**src/touch_sense_consts.svh**
```systemverilog
/*
 Constants for the touch-sense clock, line select and interrupt block.
 Assumes inclusion by bare name from the design file only.
*/
`ifndef TOUCH_SENSE_CONSTS_SVH
`define TOUCH_SENSE_CONSTS_SVH

// Clock chain divide factors less one
`define RC_DIV_LAST      2'h2
`define ADC_DIV_LAST     2'h3
// Reset values
`define PRESC_RST        2'h0
`define CONV_LEN_RST     8'h1E
`define CHARGE_LEN_RST   8'h04
// Interrupt request count
`define REQ_COUNT        4

`endif

```
**src/touch_sense_pkg.sv**
```systemverilog
/*
 Types shared by the touch-sense block.
 Assumes nothing of its surroundings.
*/
`default_nettype none
package touch_sense_pkg;
	// Sequencer phase, one-hot
	typedef enum logic [2:0] {
		SEQ_IDLE   = 3'b001,
		SEQ_CHARGE = 3'b010,
		SEQ_SENSE  = 3'b100
	} seq_state_e;
endpackage
`default_nettype wire

```
**src/touch_sense_clock_io_irq.sv**
```systemverilog
/*
 Touch-sense digital side: RC clock divide, prescaler, converter clock,
 conversion pacing, pad handover, charge/sense sequencing and the merged
 host interrupt. Assumes RC_SRC_CLK is asynchronous; every other input is
 driven from logic on CORE_CLK.
*/
// Function
// - RC source divided by three gives 4 MHz
// - Prescale 4 MHz by 1, 2, 4 or 8
// - Converter clock is prescaled clock over four
// - Conversion rate set by timing configuration
// - Active subsystem and selected line makes pad analogue
// - Disabled line releases pad for other use
// - Separate select bit per X and Y line
// - Sequencer drives charge and sense pulses automatically
// - Four distinct host interface interrupt requests
// - Interrupt output is OR of four requests
`include "touch_sense_consts.svh"
`default_nettype none
module touch_sense_clock_io_irq
	import touch_sense_pkg::*;
#(
	parameter int NUM_X = 8,
	parameter int NUM_Y = 8
) (
	input  wire logic             CORE_CLK,
	input  wire logic             RST,
	input  wire logic             CE,
	input  wire logic             RC_SRC_CLK,
	input  wire logic             SUBSYS_EN,
	input  wire logic [1:0]       PRESC_SEL,
	input  wire logic [7:0]       CONV_LEN,
	input  wire logic [7:0]       CHARGE_LEN,
	input  wire logic [NUM_X-1:0] X_SEL,
	input  wire logic [NUM_Y-1:0] Y_SEL,
	input  wire logic [3:0]       REQ_SET,
	input  wire logic [3:0]       REQ_CLR,
	output logic                  BASE_TICK,
	output logic                  TOUCH_CTRL_TICK,
	output logic                  ADC_CLK_TICK,
	output logic                  SAMPLE_DONE,
	output logic [NUM_X-1:0]      X_PAD_ANALOG,
	output logic [NUM_Y-1:0]      Y_PAD_ANALOG,
	output logic [NUM_X-1:0]      X_CHARGE,
	output logic [NUM_Y-1:0]      Y_SENSE,
	output logic [3:0]            HOST_IF_REQ,
	output logic                  TOUCH_IRQ
);

	initial begin
		if (NUM_X < 1 || NUM_Y < 1 || NUM_X > 32 || NUM_Y > 32)
			$error("Line counts must be 1 to 32");
	end

	logic             rc_s1_ff, rc_s2_ff, rc_s3_ff;
	logic [1:0]       rc_cnt_ff;
	logic             base_tick_ff;
	logic [1:0]       presc_ff;
	logic [2:0]       presc_cnt_ff;
	logic             ctrl_tick_ff;
	logic [1:0]       adc_cnt_ff;
	logic             adc_tick_ff;
	logic [7:0]       ph_cnt_ff;
	logic             done_ff;
	seq_state_e       state_ff;
	logic [NUM_X-1:0] x_sel_ff, x_pad_ff, x_chg_ff;
	logic [NUM_Y-1:0] y_sel_ff, y_pad_ff, y_sns_ff;
	logic [3:0]       req_ff, nxt_req;
	logic             irq_ff;
	logic             rc_rise;
	logic [2:0]       presc_last;
	logic             any_sel;

	// Two-flop sync of the RC clock; third flop only for edge detect
	always_ff @(posedge CORE_CLK) begin
		if (RST) begin
			rc_s1_ff <= 1'b0;
			rc_s2_ff <= 1'b0;
			rc_s3_ff <= 1'b0;
		end else if (CE) begin
			rc_s1_ff <= RC_SRC_CLK;
			rc_s2_ff <= rc_s1_ff;
			rc_s3_ff <= rc_s2_ff;
		end
	end
	assign rc_rise = rc_s2_ff & ~rc_s3_ff;

	// Every third RC edge gives one 4 MHz tick; needs CORE_CLK > 2x RC
	always_ff @(posedge CORE_CLK) begin
		if (RST) begin
			rc_cnt_ff    <= 2'h0;
			base_tick_ff <= 1'b0;
		end else if (CE) begin
			base_tick_ff <= rc_rise && (rc_cnt_ff == `RC_DIV_LAST);
			if (rc_rise)
				rc_cnt_ff <= (rc_cnt_ff == `RC_DIV_LAST) ? 2'h0 : rc_cnt_ff + 2'h1;
		end
	end

	// Ratio taken once per prescaler cycle boundary is not needed; a live
	// change just restarts the count cleanly
	assign presc_last = 3'(({1'b0, 2'h0} + 3'h1) << presc_ff) - 3'h1;

	always_ff @(posedge CORE_CLK) begin
		if (RST) begin
			presc_ff     <= `PRESC_RST;
			presc_cnt_ff <= 3'h0;
			ctrl_tick_ff <= 1'b0;
		end else if (CE) begin
			presc_ff     <= PRESC_SEL;
			ctrl_tick_ff <= base_tick_ff && (presc_cnt_ff >= presc_last);
			if (presc_ff != PRESC_SEL)
				presc_cnt_ff <= 3'h0;
			else if (base_tick_ff)
				presc_cnt_ff <= (presc_cnt_ff >= presc_last) ? 3'h0 : presc_cnt_ff + 3'h1;
		end
	end

	// Converter clock: one tick per four controller ticks
	always_ff @(posedge CORE_CLK) begin
		if (RST) begin
			adc_cnt_ff  <= 2'h0;
			adc_tick_ff <= 1'b0;
		end else if (CE) begin
			adc_tick_ff <= ctrl_tick_ff && (adc_cnt_ff == `ADC_DIV_LAST);
			if (ctrl_tick_ff)
				adc_cnt_ff <= adc_cnt_ff + 2'h1;
		end
	end

	// Line selects and pad handover; a pad leaves analogue on the clock after disable or deselect
	always_ff @(posedge CORE_CLK) begin
		if (RST) begin
			x_sel_ff <= '0;
			y_sel_ff <= '0;
			x_pad_ff <= '0;
			y_pad_ff <= '0;
		end else if (CE) begin
			x_sel_ff <= X_SEL;
			y_sel_ff <= Y_SEL;
			x_pad_ff <= SUBSYS_EN ? X_SEL : '0;
			y_pad_ff <= SUBSYS_EN ? Y_SEL : '0;
		end
	end
	assign any_sel = (|x_sel_ff) | (|y_sel_ff);

	// Sequencer: charge phase then sense phase; a conversion spans
	// CONV_LEN+2 converter ticks, which sets the data rate
	always_ff @(posedge CORE_CLK) begin
		if (RST) begin
			state_ff  <= SEQ_IDLE;
			ph_cnt_ff <= 8'h00;
			done_ff   <= 1'b0;
		end else if (CE) begin
			done_ff <= 1'b0;
			if (!SUBSYS_EN || !any_sel) begin
				state_ff  <= SEQ_IDLE; // Abandon on disable, no result
				ph_cnt_ff <= 8'h00;
			end else if (adc_tick_ff) begin
				unique case (state_ff)
					SEQ_IDLE: begin
						state_ff  <= SEQ_CHARGE;
						ph_cnt_ff <= 8'h00;
					end
					SEQ_CHARGE: begin
						ph_cnt_ff <= ph_cnt_ff + 8'h01;
						if (ph_cnt_ff + 8'h01 >= CHARGE_LEN)
							state_ff <= SEQ_SENSE;
					end
					SEQ_SENSE: begin
						if (ph_cnt_ff >= CONV_LEN) begin
							state_ff  <= SEQ_IDLE;
							ph_cnt_ff <= 8'h00;
							done_ff   <= 1'b1;
						end else begin
							ph_cnt_ff <= ph_cnt_ff + 8'h01;
						end
					end
				endcase
			end
		end
	end

	// Pulses go only to selected lines of an active subsystem
	always_ff @(posedge CORE_CLK) begin
		if (RST) begin
			x_chg_ff <= '0;
			y_sns_ff <= '0;
		end else if (CE) begin
			x_chg_ff <= (SUBSYS_EN && state_ff == SEQ_CHARGE) ? X_SEL : '0;
			y_sns_ff <= (SUBSYS_EN && state_ff == SEQ_SENSE) ? Y_SEL : '0;
		end
	end

	// Sticky requests; set beats clear; request 0 also marks a result
	always_comb begin
		nxt_req = (req_ff & ~REQ_CLR) | REQ_SET;
		nxt_req[0] = nxt_req[0] | done_ff;
	end

	always_ff @(posedge CORE_CLK) begin
		if (RST) begin
			req_ff <= 4'h0;
			irq_ff <= 1'b0;
		end else if (CE) begin
			req_ff <= nxt_req;
			irq_ff <= |nxt_req;
		end
	end

	assign BASE_TICK       = base_tick_ff;
	assign TOUCH_CTRL_TICK = ctrl_tick_ff;
	assign ADC_CLK_TICK    = adc_tick_ff;
	assign SAMPLE_DONE     = done_ff;
	assign X_PAD_ANALOG    = x_pad_ff;
	assign Y_PAD_ANALOG    = y_pad_ff;
	assign X_CHARGE        = x_chg_ff;
	assign Y_SENSE         = y_sns_ff;
	assign HOST_IF_REQ     = req_ff;
	assign TOUCH_IRQ       = irq_ff;

	// Checks
	property p_rc_div;
		@(posedge CORE_CLK) disable iff (RST)
		(base_tick_ff && $past(CE)) |-> $past(rc_cnt_ff) == 2'h2 && $past(rc_rise);
	endproperty
	a_rc_div: assert property (p_rc_div) else $error("RC divide wrong");

	property p_presc;
		@(posedge CORE_CLK) disable iff (RST)
		(CE && base_tick_ff && presc_ff == PRESC_SEL && presc_cnt_ff == presc_last)
			|=> ctrl_tick_ff;
	endproperty
	a_presc: assert property (p_presc) else $error("Prescaler tick missed");

	property p_adc_div;
		@(posedge CORE_CLK) disable iff (RST)
		adc_tick_ff |-> $past(ctrl_tick_ff) && adc_cnt_ff == 2'h0;
	endproperty
	a_adc_div: assert property (p_adc_div) else $error("Converter divide wrong");

	property p_rate;
		@(posedge CORE_CLK) disable iff (RST)
		done_ff |-> $past(state_ff) == SEQ_SENSE && $past(ph_cnt_ff) >= $past(CONV_LEN);
	endproperty
	a_rate: assert property (p_rate) else $error("Early conversion end");

	property p_pad_on;
		@(posedge CORE_CLK) disable iff (RST)
		(CE && SUBSYS_EN) |=> X_PAD_ANALOG == $past(X_SEL) && Y_PAD_ANALOG == $past(Y_SEL);
	endproperty
	a_pad_on: assert property (p_pad_on) else $error("Pad not analogue");

	property p_pad_off;
		@(posedge CORE_CLK) disable iff (RST)
		(CE && !SUBSYS_EN) |=> X_PAD_ANALOG == '0 && Y_PAD_ANALOG == '0;
	endproperty
	a_pad_off: assert property (p_pad_off) else $error("Pad not released");

	property p_pulse_sel;
		@(posedge CORE_CLK) disable iff (RST)
		(X_CHARGE & ~X_PAD_ANALOG) == '0 && !(|X_CHARGE && |Y_SENSE);
	endproperty
	a_pulse_sel: assert property (p_pulse_sel) else $error("Pulse on bad line");

	property p_sticky;
		@(posedge CORE_CLK) disable iff (RST)
		(CE && REQ_SET[3]) |=> HOST_IF_REQ[3] ##1 (HOST_IF_REQ[3] || $past(REQ_CLR[3]));
	endproperty
	a_sticky: assert property (p_sticky) else $error("Request lost");

	property p_irq_or;
		@(posedge CORE_CLK) disable iff (RST)
		TOUCH_IRQ == |HOST_IF_REQ;
	endproperty
	a_irq_or: assert property (p_irq_or) else $error("Interrupt not OR");

	property p_reset;
		@(posedge CORE_CLK)
		(RST && CE) |=> presc_ff == 2'h0 && HOST_IF_REQ == 4'h0 && x_sel_ff == '0 && !TOUCH_IRQ;
	endproperty
	a_reset: assert property (p_reset) else $error("Bad reset state");

	c_done: cover property (@(posedge CORE_CLK) disable iff (RST) done_ff);
	c_div8: cover property (@(posedge CORE_CLK) disable iff (RST)
		ctrl_tick_ff && presc_ff == 2'h3);
	c_irq: cover property (@(posedge CORE_CLK) disable iff (RST) $rose(TOUCH_IRQ));
	c_multi: cover property (@(posedge CORE_CLK) disable iff (RST)
		|X_CHARGE && !$onehot(X_CHARGE));

endmodule
`default_nettype wire

```
**config.mk**
```make
export PLATFORM = sky130hd
export DESIGN_NAME = touch_sense_clock_io_irq
export DESIGN_NICKNAME = d
export VERILOG_FILES = /design/src/touch_sense_pkg.sv /design/src/touch_sense_clock_io_irq.sv
export VERILOG_INCLUDE_DIRS = /design/src /design/src/src
export SDC_FILE = /design/constraint.sdc
export NUM_CORES = 1
export LEC_CHECK = 0
export BUFFER_PORTS_ARGS = -buffer_cell sky130_fd_sc_hd__clkbuf_2
export CAP_MARGIN = 25
export CELL_PAD_IN_SITES_DETAIL_PLACEMENT = 0
export CELL_PAD_IN_SITES_GLOBAL_PLACEMENT = 1
export CORE_MARGIN = 1
export CORE_UTILIZATION = 31
export CTS_BUF_LIST = sky130_fd_sc_hd__clkbuf_8 sky130_fd_sc_hd__clkbuf_16
export DETAILED_ROUTE_END_ITERATION = 8
export PLACE_DENSITY_LB_ADDON = 0.1
export SETUP_SLACK_MARGIN = 0.1
export SLEW_MARGIN = 20
export SYNTH_ARGS = -nofsm -noshare
export SYNTH_HDL_FRONTEND = slang
export SYNTH_SLANG_ARGS = --single-unit
```
**constraint.sdc**
```tcl
create_clock -name CORE_CLK -period 2.7 [get_ports CORE_CLK]
set_input_delay 0.405 -clock CORE_CLK [delete_from_list [all_inputs] [get_ports CORE_CLK]]
set_output_delay 0.405 -clock CORE_CLK [all_outputs]
set_load 0.02 [all_outputs]
```
## Yosys cells after proc, flatten, opt, wreduce, memory -nomap -nowiden

Index checks and enable logic that the tools add are counted.

| operators by class | value |
|---|---|
| add/subtract/negate cells | 5 |
| magnitude comparators | 3 |
| reduce and logical (&&, ||, !) cells | 18 |
| bitwise operators | 7 |
| mux-type cells | 21 |
| equal/unequal tests | 8 |
| shifts and indexed selects | 1 |

Operators with widths:

| operator | number |
|---|---|
| 2-to-1 mux 8 bit | 7 |
| one-hot mux 8 bit (3 select lines) | 1 |
| 2-to-1 mux 3 bit | 7 |
| >= comparator 8 bit | 2 |
| OR reduction 8 bit | 2 |
| one-hot mux 3 bit (3 select lines) | 1 |
| adder 8 x 1 -> 8 bit, second input constant | 1 |
| AND reduction 2 bit | 4 |
| != test 3 bit, second input constant | 2 |
| logical AND 1 bit | 5 |
| adder 2 x 1 -> 2 bit, second input constant | 2 |
| AND 4 bit | 1 |
| equality test 2 bit, second input constant | 2 |
| 2-to-1 mux 1 bit | 4 |
| NOT 4 bit | 1 |
| OR 4 bit | 1 |
| AND reduction 4 bit | 1 |
| nonzero test 2 bit | 2 |
| OR reduction 4 bit | 1 |
| adder 3 x 1 -> 3 bit, second input constant | 1 |
| equality test 3 x 1 -> 1 bit, second input constant | 1 |
| equality test 3 x 2 -> 1 bit, second input constant | 1 |
| equality test 3 bit, second input constant | 1 |
| >= comparator 3 bit | 1 |
| 9 further kinds | 11 |

| storage, ports and cells | value |
|---|---|
| logic and storage cells | 84 |
| input bits | 47 |
| register bits | 80 |

## Longest topological paths before layout

Gate-level depths: netlist (run 1).

| depth | value |
|---|---|
| depth in word-level cells | 6 |
| mapped depth | 10 |
| depth with buffers taken out | 10 |

## Worst setup path before layout (run 1)

No wires, ideal clock.

| path | value |
|---|---|
| path type | reg2reg |
| from | register ph_cnt_ff[0] |
| to | register state_ff[2] |
| clock period less this slack | 2.352 ns |
| setup time | 0.114 ns |
| data arrival time | 2.237 ns |
| setup slack | 0.348 ns |
| cell stages (with the launch flop) | 11 |
| cell sequence | dfxtp_1 -> ha_1 -> nand3_1 -> nor2_1 -> xor2_1 -> ha_1 -> a21o_1 -> a211oi_1 -> o211ai_1 -> a31oi_1 -> a21bo_1 |

| on the way | value |
|---|---|
| word-level cells in the longest chain between the ends | 4 |
| elaborated cells on any way between the ends | 6 |

Ends and longest elaborated chain:

| element | line | RTL |
|---|---|---|
| start, declared | touch_sense_clock_io_irq.sv:63 | `logic [7:0] ph_cnt_ff;` |
| start signal, assigned | touch_sense_clock_io_irq.sv:166 | `ph_cnt_ff <= ph_cnt_ff + 8'h01;` |
| start signal, assigned | touch_sense_clock_io_irq.sv:176 | `ph_cnt_ff <= ph_cnt_ff + 8'h01;` |
| adder 8 x 1 -> 8 bit | touch_sense_clock_io_irq.sv:167 | `if (ph_cnt_ff + 8'h01 >= CHARGE_LEN)` |
| >= comparator 8 bit | touch_sense_clock_io_irq.sv:167 |  |
| != test 3 bit (no source line) | - |  |
| AND reduction 4 bit (no source line) (*) | - |  |
| end signal, assigned | touch_sense_clock_io_irq.sv:162 | `state_ff <= SEQ_CHARGE;` |
| end signal, assigned | touch_sense_clock_io_irq.sv:168 | `state_ff <= SEQ_SENSE;` |
| end signal, assigned | touch_sense_clock_io_irq.sv:172 | `state_ff <= SEQ_IDLE;` |
| end, declared | touch_sense_clock_io_irq.sv:65 | `seq_state_e state_ff;` |

Every way passes the cells marked *; elsewhere a longest branch is shown, timed or not.
A chain may end at the register's enable or synchronous reset.

## Final worst setup path (run 1)

Ends and elaborated chain as after synthesis.

==> results of run 1 <==
## cell usage in the layout (no fill, tap or decap), types with 5 or more instances in the layout
cell,n
a21o_1,5
a21oi_1,44
buf_4,10
clkbuf_16,9
clkbuf_2,86
dfxtp_1,77
ha_1,21
inv_1,25
mux2i_1,21
nand2_1,22
nand2b_1,39
nand3_1,40
nor2_1,38
nor3b_1,6
o211ai_1,9
o21ai_0,9
xnor2_1,5
## stage by stage
stage,instances,setup WS [ps],instance area [um2]
after detailed placement,685,196.3,4503
after CTS,700,162.4,4777
after global placement,685,242.7,4503
after global routing,702,96.68,4806
final,702,278.3,4806
after floorplan,447,348.4,3911
## cells by family after synthesis
kind of cell	Yosys count
flip-flops	80
buffers and inverters	49
AND/OR/NAND/NOR	172
AO/OA/AOI/OAI	94
multiplexers	21
adder cells (fa/ha/maj)	22
XOR/XNOR	9
## cell usage after synthesis, drive strengths merged, types with 2 or more instances
| cell type | number |
|---|---|
| ha | 22 |
| nand3 | 40 |
| nor3b | 6 |
| a211oi | 5 |
| or4 | 4 |
| nor2 | 38 |
| a21o | 5 |
| dfxtp | 80 |
| nand4 | 2 |
| and2 | 2 |
| buf | 2 |
| xor2 | 4 |
| xnor2 | 5 |
| and3 | 2 |
| nand2 | 22 |
| a31oi | 3 |
| o211ai | 9 |
| a22oi | 2 |
| a32o | 4 |
| a2111oi | 2 |
| nand2b | 39 |
| nor2b | 3 |
| o21ai | 9 |
| inv | 24 |
| a21oi | 44 |
| clkbuf | 23 |
| or2 | 3 |
| nor3 | 5 |
| mux2i | 21 |
| nand3b | 2 |
## sequential cells by signal (all words and copies together) (netlist names), 4 cells and up
register / count
HOST_IF_REQ: 4
X_CHARGE: 8
X_PAD_ANALOG: 8
Y_PAD_ANALOG: 8
Y_SENSE: 8
ph_cnt_ff: 8
x_sel_ff: 8
y_sel_ff: 8
## worst max-delay path, stage by stage (launching register included)
cell and delay (ps):
dfxtp_2 370, ha_2 210, nand3_1 110, nor2_1 140
xor2_1 220, ha_1 280, a21o_1 190, a211oi_2 240
o211ai_1 150, a31oi_1 190, a21bo_1 220
## per-layer routing
layer	track usage, %	share of wire, %	vias to the layer above
li1	-	-	1734
met1	21.08	50	1548
met2	24.48	45	72
met3	3.759	3.9	7
met4	5.195	1.2	0
met5	0	0	-
## how the worst min path moves through the flow
| stage | slack [ps] | start | end | cells after the start |
|---|---|---|---|---|
| 2_1_floorplan | 440 | adc_cnt_ff[1]$_SDFFE_PP0P_ | adc_cnt_ff[1]$_SDFFE_PP0P_ | 2 |
| 3_3_place_gp | 450 | adc_cnt_ff[1]$_SDFFE_PP0P_ | adc_cnt_ff[1]$_SDFFE_PP0P_ | 2 |
| 3_5_place_dp | 460 | adc_cnt_ff[1]$_SDFFE_PP0P_ | adc_cnt_ff[1]$_SDFFE_PP0P_ | 2 |
| 4_1_cts | 300 | RC_SRC_CLK | rc_s1_ff$_SDFFE_PP0P_ | 3 |
| 5_1_grt | 360 | X_SEL[3] | X_CHARGE[3]$_SDFFE_PP0P_ | 3 |
| 6_report | 310 | RC_SRC_CLK | rc_s1_ff$_SDFFE_PP0P_ | 3 |
## what timing repair did
item / CTS / global route
buffers inserted: 0 / 2
setup endpoints to repair: 0 / 4
gates resized for setup: 0 / 6
## final cells by class
| type | count | share of cell area [%] |
|---|---|---|
| clock inverters | 4 | 0.4426 |
| inverters | 24 | 1.875 |
| multi-input cells | 318 | 43.71 |
| well taps | 168 | 4.374 |
| repair buffers | 97 | 10.93 |
| flip-flops and latches | 80 | 33.40 |
| clock buffers | 11 | 5.259 |
## power by group
group          switching (W)  internal (W)  total, W
sequential         0.0000179       0.00121   0.00123
combinational       0.000149      0.000109  0.000257
clock               0.000471      0.000661   0.00113
==> out/results.ini, run 1 <==
[cells_and_area]
multi_input_area_mm2=0.002101
drive_gt1_share_pct=23.60
area_growth_pct=22.87
fill_cells=1270
register_area_mm2=0.001605
nets=599
n_antenna_cell=0
post-route-util_pct=39.52

[critical_path]
crit_path_end_kind=flip-flop
crit_arrival_ps=2640
critPathRequiredTime_ps=2920
start_kind=flip-flop
crit_path_end=state_ff[2]$_SDFFE_PP0P_
rr_worst_depth=10
timing.rr.start=ph_cnt_ff[0]$_SDFFE_PP0P_
r2r-end=state_ff[2]$_SDFFE_PP0P_
reg2reg_slack_ps=280
worstSetupPathType=reg -> reg
critPathLaunch=ph_cnt_ff[0]$_SDFFE_PP0P_
critPathMaxFanout=5

[synthesis]
syn_area_mm2=0.003911
async_flop_share_pct=0
synth_mux_area_share_pct=5.374
synthSimpleGateAreaFrac_pct=23.35
syn-instance-count=447
synth_top_family_by_area=simple AND/OR/NAND/NOR gates
ys_warn_count=0
synthAdderAreaFrac_pct=7.038
synth_edf_count=0
yosysSeqAreaShare_pct=40.95
synth_compound_area_share_pct=15.67
synth_top_area_share_pct=40.95
syn_nets=516
synth_xor_area_share_pct=2.015
yosys.area.top_type=dfxtp_1
synthTopCellsByArea=dfxtp_1 41%, ha_1 7.0%, nand2b_1 6.2%
syn_avg_cell_area_um2=8.750
synth_seq_cells=80
synth_cell_type_count=48
ys.flop_type=dfxtp_1

[detailed_routing]
routed_via_density=4.788
wl_um=9682
wire_per_inst_um=13.79
dr_total_vias=3361
final_antenna_net_count=0
drt_iter0_markers=165
first_pass_iters=6
drc=0

[sta]
tns_ps=0
maxSlewHeadroom_pct=43.83
rsz0062_at_grt=no
holdWs_ps=310.1
final_max_slew_viol_count=0
post-route-period-util_pct=89.69
skew_ps=4.633
min_period_ps=2422
worstMarginPinSlew_ps=842.6
max_freq_mhz=412.9
finalSetupViolCount=0
hold_viol_final=0

[global_route]
grt_antenna_before_repair=0
first_global_vias=3188
grt_max_degree=114
grt_overflow=0
grt_pass1_wl_um=15950
grt_use_total_pct=15.64

[pwr]
total_power_w=0.002620
total_leakage_power_nw=2.090
powerDensity_mw_per_mm2=545.2
max-vdd-ir-drop_mv=0.2661

[clock_tree]
holdBufCountCts=0
clk_path_buf_depth=2
cts_inserted_buffers=9
cts_max_level=3
root_buffer=clkbuf_16
clock-sinks=80
tritoncts=yes
path_clk_slew_ps=60
clk_latency_ps=330

[placed_design]
dpl.hpwl_um=6682
gp_congestion=0.8123
portBuffers=87

[floorplan]
core-area_mm2=0.01216
die_height_um=114.3
dieArea_mm2=0.01307
fp.dieW_um=114.3
boundaryPins=88
fp-row-count=40
initial_core_util_pct=32.16

[run_status]
status=complete, no violations

[run]
maxCapViolations=0

[worst_hold_path]
hp-class=in -> reg

(Power assumes the default switching activity.)
==> run 2: changes to the inputs <==
- BUFFER_PORTS_ARGS: -buffer_cell sky130_fd_sc_hd__clkbuf_2 -> -buffer_cell sky130_fd_sc_hd__buf_2
==> out/results.ini, run 2 (synthesized netlist as in run 1, its figures left out) <==
[detailed_routing]
drt_iter0_markers=143
wire_per_inst_um=13.75
dr_total_vias=3393
wl_um=9655
final_antenna_net_count=0
routed_via_density=4.833
first_pass_iters=4
drc=0

[run_status]
status=complete, no violations

[cells_and_area]
mostFrequentLayoutCell=buf_2
post-route-util_pct=40.22
n_antenna_cell=0
final_cell_mix=86 x buf_2, 78 x dfxtp_1, 44 x a21oi_1
area_growth_pct=25.05
nets=598
drive_gt1_share_pct=23.41

[clock_tree]
clk_path_buf_depth=2
cts_max_level=3
root_buffer=clkbuf_16
path_clk_slew_ps=60
clk_latency_ps=340
clock-sinks=80
cts_inserted_buffers=9
post_cts_buffers=0
tritoncts=yes

[pwr]
p_int_w=0.002341
comb_power_share_pct=8.7
max-vdd-ir-drop_mv=0.3091
p_switching_w=0.0006425
switching_share_pct=21.54
powerDensity_mw_per_mm2=610.0
clkPwrFrac_pct=50.1
p_seq_share_pct=41.2
total_leakage_power_nw=2.148

[critical_path]
timing.rr.start=ph_cnt_ff[2]$_SDFFE_PP0P_
crit_family=simple AND/OR/NAND/NOR gates
worstSetupPathType=reg -> reg
rr_worst_depth=10
start_kind=flip-flop
path_buf_inv=0
crit_path_end_kind=flip-flop
critPathMaxFanout=6
slowest_delay_ps=390
path_cells=nand3_1 > or2_2 > nor2_1 > xor2_1 > ha_1 > and3_1 > nand3_1 > o211ai_1 > a31oi_1 > a21bo_1
r2r-end=state_ff[2]$_SDFFE_PP0P_
critPathLaunch=ph_cnt_ff[2]$_SDFFE_PP0P_
cp_slowest_cell=dfxtp_2
reg2reg_slack_ps=280
crit_arrival_ps=2660
path_common_cell=nand3_1
critPathRequiredTime_ps=2930

[global_route]
first_global_vias=3149
grt_use_total_pct=15.56
grt_antenna_before_repair=1
grt_overflow=0
grt_max_degree=114
grt_pass1_wl_um=15750

[sta]
max_freq_mhz=412.6
post-route-period-util_pct=89.77
setup_slack_ps=276.2
worstMarginPinSlew_ps=827.2
rsz0062_at_grt=no
final_max_slew_viol_count=0
maxSlewHeadroom_pct=43.43
skew_ps=5.130
tns_ps=0
min_period_ps=2424
hold_viol_final=0
finalSetupViolCount=0

[floorplan]
fp.dieW_um=114.3
dieArea_mm2=0.01307
boundaryPins=88
core-area_mm2=0.01216
die_height_um=114.3
fp-row-count=40
initial_core_util_pct=32.16

[placed_design]
pre_cts_ws_ps=164.2
gp_congestion=0.8107
dpl.hpwl_um=6789
portBuffers=87

[worst_hold_path]
hp-class=in -> reg
hp-start=RC_SRC_CLK
whs_endpoint=rc_s1_ff$_SDFFE_PP0P_
min_path_cells=3

[run]
maxCapViolations=0

==> run 2: cell types whose count changed in the layout (fill, tap and decap cells not counted), sizes merged <==
cell / before / now
buf: 11 / 96
clkbuf: 97 / 10
clkinv: 2 / 0
bufinv: 0 / 4
==> run 2: metal layers <==
layer | wire length [um] | vias up | track usage [%]
li1 | - | 1740 | -
met3 | 458 | 8 | 3.759
met5 | 13 | - | 0
met1 | 4766 | 1556 | 21.41
met4 | 127 | 2 | 5.195
met2 | 4290 | 87 | 23.80
==> run 2: what timing repair did <==
item,4_1_cts,5_1_grt
hold buffers,0,0
gates resized for setup,0,5
setup endpoints to repair,0,4
endpoints found under the hold margin,0,0
==> run 2: final cells by class <==
type / instances / area (um2)
clock buffer: 10 / 239.0
multi-input combinational: 318 / 2098
inverter: 24 / 90.09
sequential: 80 / 1604
clock inverter: 6 / 131.4
tap: 168 / 210.2
timing repair buffer: 96 / 518.0
fill: 1263 / 7271
==> run 2: power groups by stage <==
stage / clock (W) / combinational [W] / sequential, W
2_1_floorplan: 0 / 0.000152 / 0.00127
3_3_place_gp: 0 / 0.000260 / 0.00126
3_5_place_dp: 0 / 0.000262 / 0.00126
4_1_cts: 0.00153 / 0.000263 / 0.00123
5_1_grt: 0.00158 / 0.000289 / 0.00123
6_report: 0.00149 / 0.000259 / 0.00123
==> run 2: how the worst max path moves through the flow <==
stage	endpoint	slack, ps	cells past startpoint
2_1_floorplan	state_ff[2]$_SDFFE_PP0P_	350	10
3_3_place_gp	state_ff[2]$_SDFFE_PP0P_	230	9
3_5_place_dp	state_ff[1]$_SDFFE_PP0P_	160	10
4_1_cts	state_ff[1]$_SDFFE_PP0P_	150	10
5_1_grt	state_ff[1]$_SDFFE_PP0P_	110	10
6_report	state_ff[2]$_SDFFE_PP0P_	280	10
==> run 2: worst reg2reg max path: cells and delay by family (launching register included) <==
| kind | cells | cell delay, ps |
|---|---|---|
| adders and majority gates | 1 | 280 |
| DFF | 1 | 390 |
| xor gates and xnor gates | 1 | 200 |
| AOI/OAI and AO/OA | 3 | 500 |
| and+or+nand+nor | 5 | 950 |
==> run 2: metrics by stage <==
stage | total power [W] | hold slack, ps | cells | instance area (um2)
2_1_floorplan | 0.001424 | 440.0 | 447 | 3911
3_3_place_gp | 0.001516 | 446.8 | 686 | 4511
3_5_place_dp | 0.001519 | 456.3 | 686 | 4511
4_1_cts | 0.003027 | 305.0 | 702 | 4881
5_1_grt | 0.003103 | 322.5 | 702 | 4891
6_report | 0.002984 | 312.3 | 702 | 4891
